$ cat src/rtl/asp_pkg.sv
// Package with constants and carrier types for the converter control block.
package asp_pkg;

    localparam int RES_W = 10;
    localparam int BUS_W = 16;
    localparam int ADDR_W = 8;
    localparam int NBUF = 16;
    localparam int NPIN = 16;

    // Register word offsets.
    localparam logic [7:0] OFS_BUF0 = 8'h00;
    localparam logic [7:0] OFS_CTRL = 8'h20;
    localparam logic [7:0] OFS_STAT = 8'h21;
    localparam logic [7:0] OFS_PCFG = 8'h22;
    localparam logic [7:0] OFS_DIR = 8'h23;
    localparam logic [7:0] OFS_PORT = 8'h24;
    localparam logic [7:0] OFS_CHSEL = 8'h25;

    // Control register field positions.
    localparam int CTRL_ON = 15;
    localparam int CTRL_SIDL = 13;
    localparam int CTRL_FORM = 8;
    localparam int CTRL_RC = 7;
    localparam int CTRL_AUTO = 2;
    localparam int CTRL_SAMPLE_CONTROL_BIT = 1;
    localparam int CTRL_DONE = 0;

    // Status register field positions.
    localparam int STAT_POWERED = 0;
    localparam int STAT_SAMPLING = 1;
    localparam int STAT_CONVERTING = 2;
    localparam int STAT_WAKE = 3;

    localparam logic [15:0] CTRL_RST = 16'h0000;
    localparam logic [15:0] PCFG_RST = 16'h0000;
    localparam logic [15:0] DIR_RST = 16'hffff;
    localparam logic [7:0] CHSEL_RST = 8'h00;

    // Timing: sample time in conversion clocks, conversion length, RC start delay.
    localparam int SAMPLE_TAD = 1;
    localparam int CONV_TAD = 12;
    localparam int RC_DELAY_CYC = 1;
    localparam int TAD_DIV = 4;

    typedef enum logic [1:0] {
        ASP_FMT_UINT = 2'h0,
        ASP_FMT_SINT = 2'h1,
        ASP_FMT_FRAC = 2'h2,
        ASP_FMT_SFRAC = 2'h3
    } asp_fmt_e;

    typedef enum logic [4:0] {
        ASP_OFF = 5'h01,
        ASP_IDLE = 5'h02,
        ASP_SAMPLE = 5'h04,
        ASP_DELAY = 5'h08,
        ASP_CONVERT = 5'h10
    } asp_state_e;

    typedef struct packed {
        logic [ADDR_W-1:0] addr;
        logic [BUS_W-1:0] wdata;
        logic wr;
        logic rd;
    } asp_bus_s;

endpackage : asp_pkg

$ cat src/rtl/asp_ctrl.sv
// Converter sequencing, power states and result formatting.
//
// Functional notes
// - Sampling ends by clearing the sample bit or by automatic sequencing.
// - Module-on high lets the module power up and run; low disables everything.
// - In sleep without the RC clock, the converter clock stops and stays low.
// - Sleep without the RC clock aborts a running conversion; it is never resumed.
// - Sleep entry and exit leave register contents unchanged.
// - RC clock keeps running in sleep; one cycle delay before converting.
// - Finished conversion sets done flag and writes result buffer.
// - Sleep conversion wakes if interrupt enabled, else powers down, on bit kept.
// - Stop-in-idle low runs through CPU idle; high halts the converter.
// - Reset clears registers except direction (set to all ones), turns module off, aborts sequences.
// - Reset leaves result buffer untouched; contents undefined after power-on.
// - Results and buffer entries are 10 bits, read as 16-bit words.
// - Two-bit format field picks one of four read formats.
// - Buffer always stores right-justified unsigned data.
// - Fractional reads left-justify; integer reads right-justify, zero-filled if unsigned, sign-extended if signed.
// - Output-configured analog pins convert the driven digital level.
// - Conversion depends on channel select and the selected pin's direction bit.
// - Port reads return zero on analog-configured pins.
// - Digital-configured pins are not converted.
//
// The address-and-strobe port and the register addresses were decided locally.
`timescale 1ns/1ns
module asp_ctrl #(
    parameter int TAD_DIV = asp_pkg::TAD_DIV,
    parameter int CONV_TAD = asp_pkg::CONV_TAD
) (
    input wire logic i_clk_sys,
    input wire logic i_rst_b,
    input wire asp_pkg::asp_bus_s i_bus,
    output logic [asp_pkg::BUS_W-1:0] o_rdata,
    input wire logic i_sleep,
    input wire logic i_idle,
    input wire logic i_irq_enable,
    input wire logic [asp_pkg::NPIN-1:0] i_pin_digital,
    input wire logic [asp_pkg::NPIN-1:0] i_pin_out_level,
    input wire logic [asp_pkg::RES_W-1:0] i_analog_code,
    output logic o_tad_clk,
    output logic o_conv_start,
    output logic [3:0] o_conv_pin,
    output logic o_done,
    output logic o_wake
);

    logic rst_s1_r;
    logic rst_b_r;
    logic [15:0] ctrl_r;
    logic [15:0] pcfg_r;
    logic [15:0] dir_r;
    logic [7:0] chsel_r;
    logic [asp_pkg::RES_W-1:0] buf_r [asp_pkg::NBUF];
    logic [3:0] wptr_r;
    asp_pkg::asp_state_e state_r;
    logic [7:0] div_r;
    logic tad_en;
    logic [7:0] tad_cnt_r;
    logic powered_r;
    logic rc_sleep_r;
    logic wake_r;
    logic [asp_pkg::RES_W-1:0] sample_val;
    logic wr_ctrl;
    logic module_on;
    logic run_ok;

    always_ff @(posedge i_clk_sys or negedge i_rst_b) begin
        if (!i_rst_b) begin
            rst_s1_r <= 1'b0;
            rst_b_r <= 1'b0;
        end else begin
            rst_s1_r <= 1'b1;
            rst_b_r <= rst_s1_r;
        end
    end

    // Turns a stored right-justified result into the selected bus word.
    function automatic logic [15:0] fmt_word(input logic [9:0] d, input logic [1:0] f);
        logic [15:0] w;
        w = 16'h0000;
        unique case (asp_pkg::asp_fmt_e'(f))
            asp_pkg::ASP_FMT_UINT: w = {6'h00, d};
            asp_pkg::ASP_FMT_SINT: w = {{6{d[9]}}, d};
            asp_pkg::ASP_FMT_FRAC: w = {d, 6'h00};
            asp_pkg::ASP_FMT_SFRAC: w = {d, 6'h00};
        endcase
        return w;
    endfunction : fmt_word

    assign module_on = ctrl_r[asp_pkg::CTRL_ON];
    assign wr_ctrl = i_bus.wr && i_bus.addr == asp_pkg::OFS_CTRL;
    // Runs only when on, not halted by idle, and not in sleep without RC clock.
    assign run_ok = module_on && powered_r
        && !(i_idle && ctrl_r[asp_pkg::CTRL_SIDL])
        && !(i_sleep && !ctrl_r[asp_pkg::CTRL_RC]);
    assign tad_en = run_ok && div_r == 8'(TAD_DIV - 1);

    always_ff @(posedge i_clk_sys or negedge rst_b_r) begin
        if (!rst_b_r) begin
            div_r <= 8'h00;
            o_tad_clk <= 1'b0;
        end else if (!run_ok) begin
            div_r <= 8'h00;
            o_tad_clk <= 1'b0;
        end else begin
            div_r <= tad_en ? 8'h00 : div_r + 8'h01;
            o_tad_clk <= div_r < 8'(TAD_DIV / 2);
        end
    end

    // Registers hold across sleep; only bus writes and completion change them.
    always_ff @(posedge i_clk_sys or negedge rst_b_r) begin
        if (!rst_b_r) begin
            ctrl_r <= asp_pkg::CTRL_RST;
            pcfg_r <= asp_pkg::PCFG_RST;
            dir_r <= asp_pkg::DIR_RST;
            chsel_r <= asp_pkg::CHSEL_RST;
        end else begin
            if (wr_ctrl) begin
                ctrl_r <= i_bus.wdata;
            end
            if (state_r == asp_pkg::ASP_CONVERT && tad_en && tad_cnt_r == 8'(CONV_TAD - 1)) begin
                ctrl_r[asp_pkg::CTRL_DONE] <= 1'b1;
                if (!wr_ctrl || i_bus.wdata[asp_pkg::CTRL_SAMPLE_CONTROL_BIT]) begin
                    ctrl_r[asp_pkg::CTRL_SAMPLE_CONTROL_BIT] <= ctrl_r[asp_pkg::CTRL_AUTO];
                end
            end
            if (i_bus.wr && i_bus.addr == asp_pkg::OFS_PCFG) begin
                pcfg_r <= i_bus.wdata;
            end
            if (i_bus.wr && i_bus.addr == asp_pkg::OFS_DIR) begin
                dir_r <= i_bus.wdata;
            end
            if (i_bus.wr && i_bus.addr == asp_pkg::OFS_CHSEL) begin
                chsel_r <= i_bus.wdata[7:0];
            end
        end
    end

    // Selected pin: analog level, or the driven digital level if set as output.
    always_comb begin
        sample_val = i_analog_code;
        if (!dir_r[chsel_r[3:0]]) begin
            sample_val = {asp_pkg::RES_W{i_pin_out_level[chsel_r[3:0]]}};
        end
    end

    always_ff @(posedge i_clk_sys or negedge rst_b_r) begin
        if (!rst_b_r) begin
            state_r <= asp_pkg::ASP_OFF;
            tad_cnt_r <= 8'h00;
            o_conv_start <= 1'b0;
            o_conv_pin <= 4'h0;
        end else begin
            o_conv_start <= 1'b0;
            if (!module_on || !powered_r) begin
                state_r <= asp_pkg::ASP_OFF;
                tad_cnt_r <= 8'h00;
            end else if (i_sleep && !ctrl_r[asp_pkg::CTRL_RC]) begin
                state_r <= asp_pkg::ASP_IDLE;
                tad_cnt_r <= 8'h00;
            end else if (run_ok) begin
                unique case (state_r)
                    asp_pkg::ASP_OFF: state_r <= asp_pkg::ASP_IDLE;
                    asp_pkg::ASP_IDLE: begin
                        tad_cnt_r <= 8'h00;
                        if (ctrl_r[asp_pkg::CTRL_SAMPLE_CONTROL_BIT]) begin
                            state_r <= asp_pkg::ASP_SAMPLE;
                        end
                    end
                    asp_pkg::ASP_SAMPLE: begin
                        if (tad_en && tad_cnt_r < 8'(asp_pkg::SAMPLE_TAD)) begin
                            tad_cnt_r <= tad_cnt_r + 8'h01;
                        end
                        // Manual clear or auto ends sampling, both only after the sample time.
                        if ((!ctrl_r[asp_pkg::CTRL_SAMPLE_CONTROL_BIT] || ctrl_r[asp_pkg::CTRL_AUTO])
                            && tad_cnt_r >= 8'(asp_pkg::SAMPLE_TAD)) begin
                            tad_cnt_r <= 8'h00;
                            state_r <= ctrl_r[asp_pkg::CTRL_RC] ? asp_pkg::ASP_DELAY
                                : asp_pkg::ASP_CONVERT;
                            o_conv_start <= !ctrl_r[asp_pkg::CTRL_RC];
                            o_conv_pin <= chsel_r[3:0];
                        end
                    end
                    asp_pkg::ASP_DELAY: begin
                        if (tad_cnt_r >= 8'(asp_pkg::RC_DELAY_CYC - 1)) begin
                            state_r <= asp_pkg::ASP_CONVERT;
                            o_conv_start <= 1'b1;
                            tad_cnt_r <= 8'h00;
                        end else begin
                            tad_cnt_r <= tad_cnt_r + 8'h01;
                        end
                    end
                    asp_pkg::ASP_CONVERT: begin
                        if (tad_en) begin
                            if (tad_cnt_r == 8'(CONV_TAD - 1)) begin
                                tad_cnt_r <= 8'h00;
                                state_r <= asp_pkg::ASP_IDLE;
                            end else begin
                                tad_cnt_r <= tad_cnt_r + 8'h01;
                            end
                        end
                    end
                    default: state_r <= asp_pkg::ASP_OFF;
                endcase
            end
        end
    end

    // Result buffer has no reset so device reset leaves it as it was.
    always_ff @(posedge i_clk_sys) begin
        if (run_ok && state_r == asp_pkg::ASP_CONVERT && tad_en
            && tad_cnt_r == 8'(CONV_TAD - 1)) begin
            // Digital-configured pins give zero, never a conversion.
            buf_r[wptr_r] <= pcfg_r[o_conv_pin] ? '0 : sample_val;
        end
    end

    always_ff @(posedge i_clk_sys or negedge rst_b_r) begin
        if (!rst_b_r) begin
            wptr_r <= 4'h0;
        end else if (run_ok && state_r == asp_pkg::ASP_CONVERT && tad_en
            && tad_cnt_r == 8'(CONV_TAD - 1)) begin
            wptr_r <= wptr_r + 4'h1;
        end
    end

    // Power state: a sleep conversion without interrupt powers the module down.
    always_ff @(posedge i_clk_sys or negedge rst_b_r) begin
        if (!rst_b_r) begin
            powered_r <= 1'b0;
            rc_sleep_r <= 1'b0;
            wake_r <= 1'b0;
        end else begin
            wake_r <= 1'b0;
            rc_sleep_r <= i_sleep && state_r == asp_pkg::ASP_CONVERT;
            if (!module_on) begin
                powered_r <= 1'b0;
            end else if (wr_ctrl && i_bus.wdata[asp_pkg::CTRL_ON]) begin
                powered_r <= 1'b1;
            end else if (!powered_r && !i_sleep && module_on && !rc_sleep_r) begin
                powered_r <= 1'b1;
            end
            if (i_sleep && state_r == asp_pkg::ASP_CONVERT && tad_en
                && tad_cnt_r == 8'(CONV_TAD - 1)) begin
                if (i_irq_enable) begin
                    wake_r <= 1'b1;
                end else begin
                    powered_r <= 1'b0;
                end
            end
        end
    end

    always_ff @(posedge i_clk_sys or negedge rst_b_r) begin
        if (!rst_b_r) begin
            o_done <= 1'b0;
            o_wake <= 1'b0;
        end else begin
            o_done <= ctrl_r[asp_pkg::CTRL_DONE];
            o_wake <= wake_r;
        end
    end

    always_ff @(posedge i_clk_sys or negedge rst_b_r) begin
        if (!rst_b_r) begin
            o_rdata <= 16'h0000;
        end else if (i_bus.rd) begin
            o_rdata <= 16'h0000;
            if (i_bus.addr < 8'(asp_pkg::NBUF)) begin
                o_rdata <= fmt_word(buf_r[i_bus.addr[3:0]], ctrl_r[asp_pkg::CTRL_FORM +: 2]);
            end
            unique case (i_bus.addr)
                asp_pkg::OFS_CTRL: o_rdata <= ctrl_r;
                asp_pkg::OFS_STAT: o_rdata <= {12'h000, wake_r,
                    state_r == asp_pkg::ASP_CONVERT, state_r == asp_pkg::ASP_SAMPLE, powered_r};
                asp_pkg::OFS_PCFG: o_rdata <= pcfg_r;
                asp_pkg::OFS_DIR: o_rdata <= dir_r;
                asp_pkg::OFS_PORT: o_rdata <= i_pin_digital & pcfg_r;
                asp_pkg::OFS_CHSEL: o_rdata <= {8'h00, chsel_r};
                default: ;
            endcase
        end else begin
            o_rdata <= 16'h0000;
        end
    end

endmodule : asp_ctrl

$ cat config.mk
export PLATFORM = sky130hd
export DESIGN_NAME = asp_ctrl
export DESIGN_NICKNAME = d
export VERILOG_FILES = /design/src/rtl/asp_pkg.sv /design/src/rtl/asp_ctrl.sv
export SDC_FILE = /design/constraint.sdc
export NUM_CORES = 1
export LEC_CHECK = 0
export BUFFER_PORTS_ARGS = -buffer_cell sky130_fd_sc_hd__buf_4
export CAP_MARGIN = 20
export CORE_MARGIN = 2
export CORE_UTILIZATION = 54
export CTS_CLUSTER_DIAMETER = 50
export DETAILED_ROUTE_END_ITERATION = 12
export PLACE_DENSITY_LB_ADDON = 0.1
export SLEW_MARGIN = 25
export SYNTH_ARGS = -nofsm -noshare
export SYNTH_HDL_FRONTEND = slang
export SYNTH_SLANG_ARGS = --single-unit
$ cat constraint.sdc
create_clock -name i_clk_sys -period 3.2 [get_ports i_clk_sys]
set_input_delay 0.64 -clock i_clk_sys [delete_from_list [all_inputs] [get_ports i_clk_sys]]
set_output_delay 0.64 -clock i_clk_sys [all_outputs]
set_load 0.02 [all_outputs]
==> results_dict.tcl <==
set metrics [dict create \
    layout_commonest_cell "edfxtp_1" \
    die_h_um 154 \
    dpl-instance-area_sq_mm 0.0134 \
    drv_cap 0 \
    syn_avg_cell_area_sq_um 14.5 \
    place.gp.congestion 0.846 \
    skew_ns 0.0120 \
    grt_pass1_vias 8241 \
    dp_slack_ns 0.138 \
    ir_drop_v 0.000483 \
    arrival_ns 3.31 \
    multiInputGateArea_sq_mm 0.00442 \
    worst_slack_ns 0.113 \
    cp-end-kind "register" \
    start_util_pct 55.4 \
    globalRoute.totalOverflow 0 \
    finalSetupViolCount 0 \
    grt_max_degree 57 \
    async_reset_ff_share_pct 40.7 \
    antenna_left 0 \
    leakage_nw 5.61 \
    die_w_um 154 \
    cp-start-kind "register" \
    drv_slew 0 \
    period_needed_ns 3.09 \
    grt_pass1_wl_um 48300 \
    pin_count 97 \
    hold_viol 0 \
    antenna_found_initial 0 \
    final_cell_area_sq_mm 0.0145 \
    critPathKind "reg -> reg" \
    finish.utilization_pct 65.6 \
    cts_sinks 270 \
    final_cells 1262 \
    placedCellCount 1208 \
    postCtsSetupBuffers 0 \
    worstSetupStartpoint "chsel_r[0]" \
    numPortBuffers 96 \
    coreArea_sq_mm 0.0220 \
    wl_met3_um 2130 \
    antenna_cells 0 \
    p_per_area_mw_per_mm2 545 \
    worstHoldPathType "in -> reg" \
    max_slew_margin_pct 36.2 \
    r2r-start "chsel_r[0]" \
    worst_pin_slew_ns 0.956 \
    rsz0062_at_grt "true" \
    drcViolationCount 0 \
    path_max_fanout 16 \
    ys_warn_count 0 \
    syn-cell-area_sq_mm 0.0122 \
    nets 1042 \
    synth_edf_count 160 \
    status "complete, no violations" \
    cts_buffers 30 \
    syn_to_final_growth_pct 18.5 \
    netlist_instances 844 \
    seqPwrFrac_pct 49.6 \
    clock_latency_ns 0.55 \
    synthesis.nets 925 \
    grtUsageTotal_pct 26.7 \
    switching_share_pct 22.1 \
    fill_cells 1590 \
    cts_tree "done" \
    cp.required_ns 3.42 \
    power_frac_clock_pct 43.3 \
    ys_ff_latch 270 \
    hold_ws_ns 0.324 \
    finalCritPeriodShare_pct 96.5 \
    htree_levels 1 \
    intPower_mw 6.15 \
    fin_total_pwr_mw 7.89 \
    avgRoutedWirePerCell_um 24.8 \
    vias 8090 \
    ys_seq_area_share_pct 62.1 \
    routed_via_density 6.41 \
    rows 54 \
    worstHoldStart "i_sleep" \
    maxUsedRoutingLayer "met4" \
    dr.pass1.iters 5 \
    regArea_sq_mm 0.00758 \
    final_cell_mix "edfxtp_1 (160), buf_4 (134), dfrtp_1 (92)" \
    finalSetupTns_ns 0 \
    wirelength_um 31300 \
    yosysUniqueCellTypes 66 \
    clockRootBuffer "clkbuf_16" \
    dieArea_sq_mm 0.0238 \
    wl_met2_um 15400 \
    cts_resized 0 \
    synth_flop_cell "edfxtp_1" \
    clockBufferDepth 3 \
    clkTransAtPathRegs_ns 0.06 \
    dp_hpwl_um 21100 \
    switching_power_mw 1.74 \
    fmax_ghz 0.324 \
    p_comb_share_pct 7.1 \
    route.layer.met1.wl_um 12800 \
    drive_gt1_share_pct 34.8 \
    dr.first_iter.drc_count 687 \
]
==> final cells by class <==
cell class              count  area share, %
clock inverters            16           1.14
flip-flops and latches    270           52.4
multi-input cells         510           30.5
inverters                  11          0.286
well taps                 280           2.42
repair buffers            138           7.44
clock buffers              37           5.73
==> timing repair <==
action / CTS / global route
hold buffers: 1 / 0
setup endpoints to repair: 0 / 80
endpoints found under the hold margin: 2 / 0
==> path summary, 6_finish.rpt <==
check,to,cells past startpoint,slack (ns)
worst max register to register,buf_r[12][8],7,0.11
worst max-delay path,buf_r[12][8],7,0.11
min in group asynchronous,div_r[6],0,0.41
max in group asynchronous,dir_r[8],1,1.98
worst min register to register,rst_b_r,0,0.38
worst min-delay path,powered_r,2,0.32
==> state kept, by name, indices dropped and copies added (netlist names), 4 cells and up <==
register,flops
buf_r,160
chsel_r,8
ctrl_r,16
dir_r,16
div_r,8
o_conv_pin,4
o_rdata,16
pcfg_r,16
state_r,5
tad_cnt_r,8
wptr_r,4
==> cell usage after synthesis, drive strengths merged (6+ instances only) <==
master | n | share of area (%)
a211oi | 6 | 0.37
a21o | 10 | 0.62
a21oi | 60 | 2.5
a221oi | 8 | 0.57
a22o | 9 | 0.65
and2 | 9 | 0.46
and3 | 10 | 0.52
and4 | 6 | 0.43
buf | 20 | 0.81
clkbuf | 33 | 1.0
dfrtp | 93 | 19
dfstp | 17 | 3.7
edfxtp | 160 | 39
ha | 8 | 0.82
inv | 11 | 0.34
mux2 | 60 | 5.5
mux2i | 9 | 0.74
mux4 | 51 | 9.4
nand2 | 48 | 1.5
nand2b | 6 | 0.31
nand3 | 16 | 0.66
nor2 | 30 | 0.92
nor2b | 10 | 0.51
nor3 | 14 | 0.57
nor3b | 18 | 1.1
nor4b | 6 | 0.43
o21ai | 35 | 1.5
xor2 | 7 | 0.50
==> cell families (layout without fill, tap and decap cells) <==
kind of cell	count (synthesis)	in the layout	share of synthesized area [%]
flops	270	270	62.1
simple gates	195	195	9.00
compound gates	174	174	9.31
mux	120	120	15.7
buf+inv	64	202	2.16
xor+xnor	12	12	0.861
fa+ha+maj	8	8	0.820
other cells	1	1	0.0307
==> critical path, cell delays in order, from the launching register on <==
cell and delay [ns]:
dfrtp_1 0.52, mux4_2 0.53, nor2b_1 0.14, a211oi_1 0.24, a21oi_1 0.10, a211o_1 0.31
buf_12 0.17, a21oi_1 0.74
==> metal layers <==
| layer | vias up | track usage, % |
|---|---|---|
| met4 | 0 | 8.29 |
| met1 | 4135 | 35.8 |
| met3 | 65 | 4.31 |
| met5 | - | 0 |
| met2 | 359 | 45.6 |
| li1 | 3531 | - |
==> power groups by stage <==
stage | clock, mW | sequential [mW] | combinational [mW]
floorplan | 0 | 3.97 | 0.318
global placement | 0 | 3.98 | 0.525
detailed placement | 0 | 3.98 | 0.550
CTS | 3.45 | 3.91 | 0.554
global route | 3.60 | 3.92 | 0.613
finish | 3.41 | 3.91 | 0.560
Note: power is estimated with default switching activity, not from simulation.
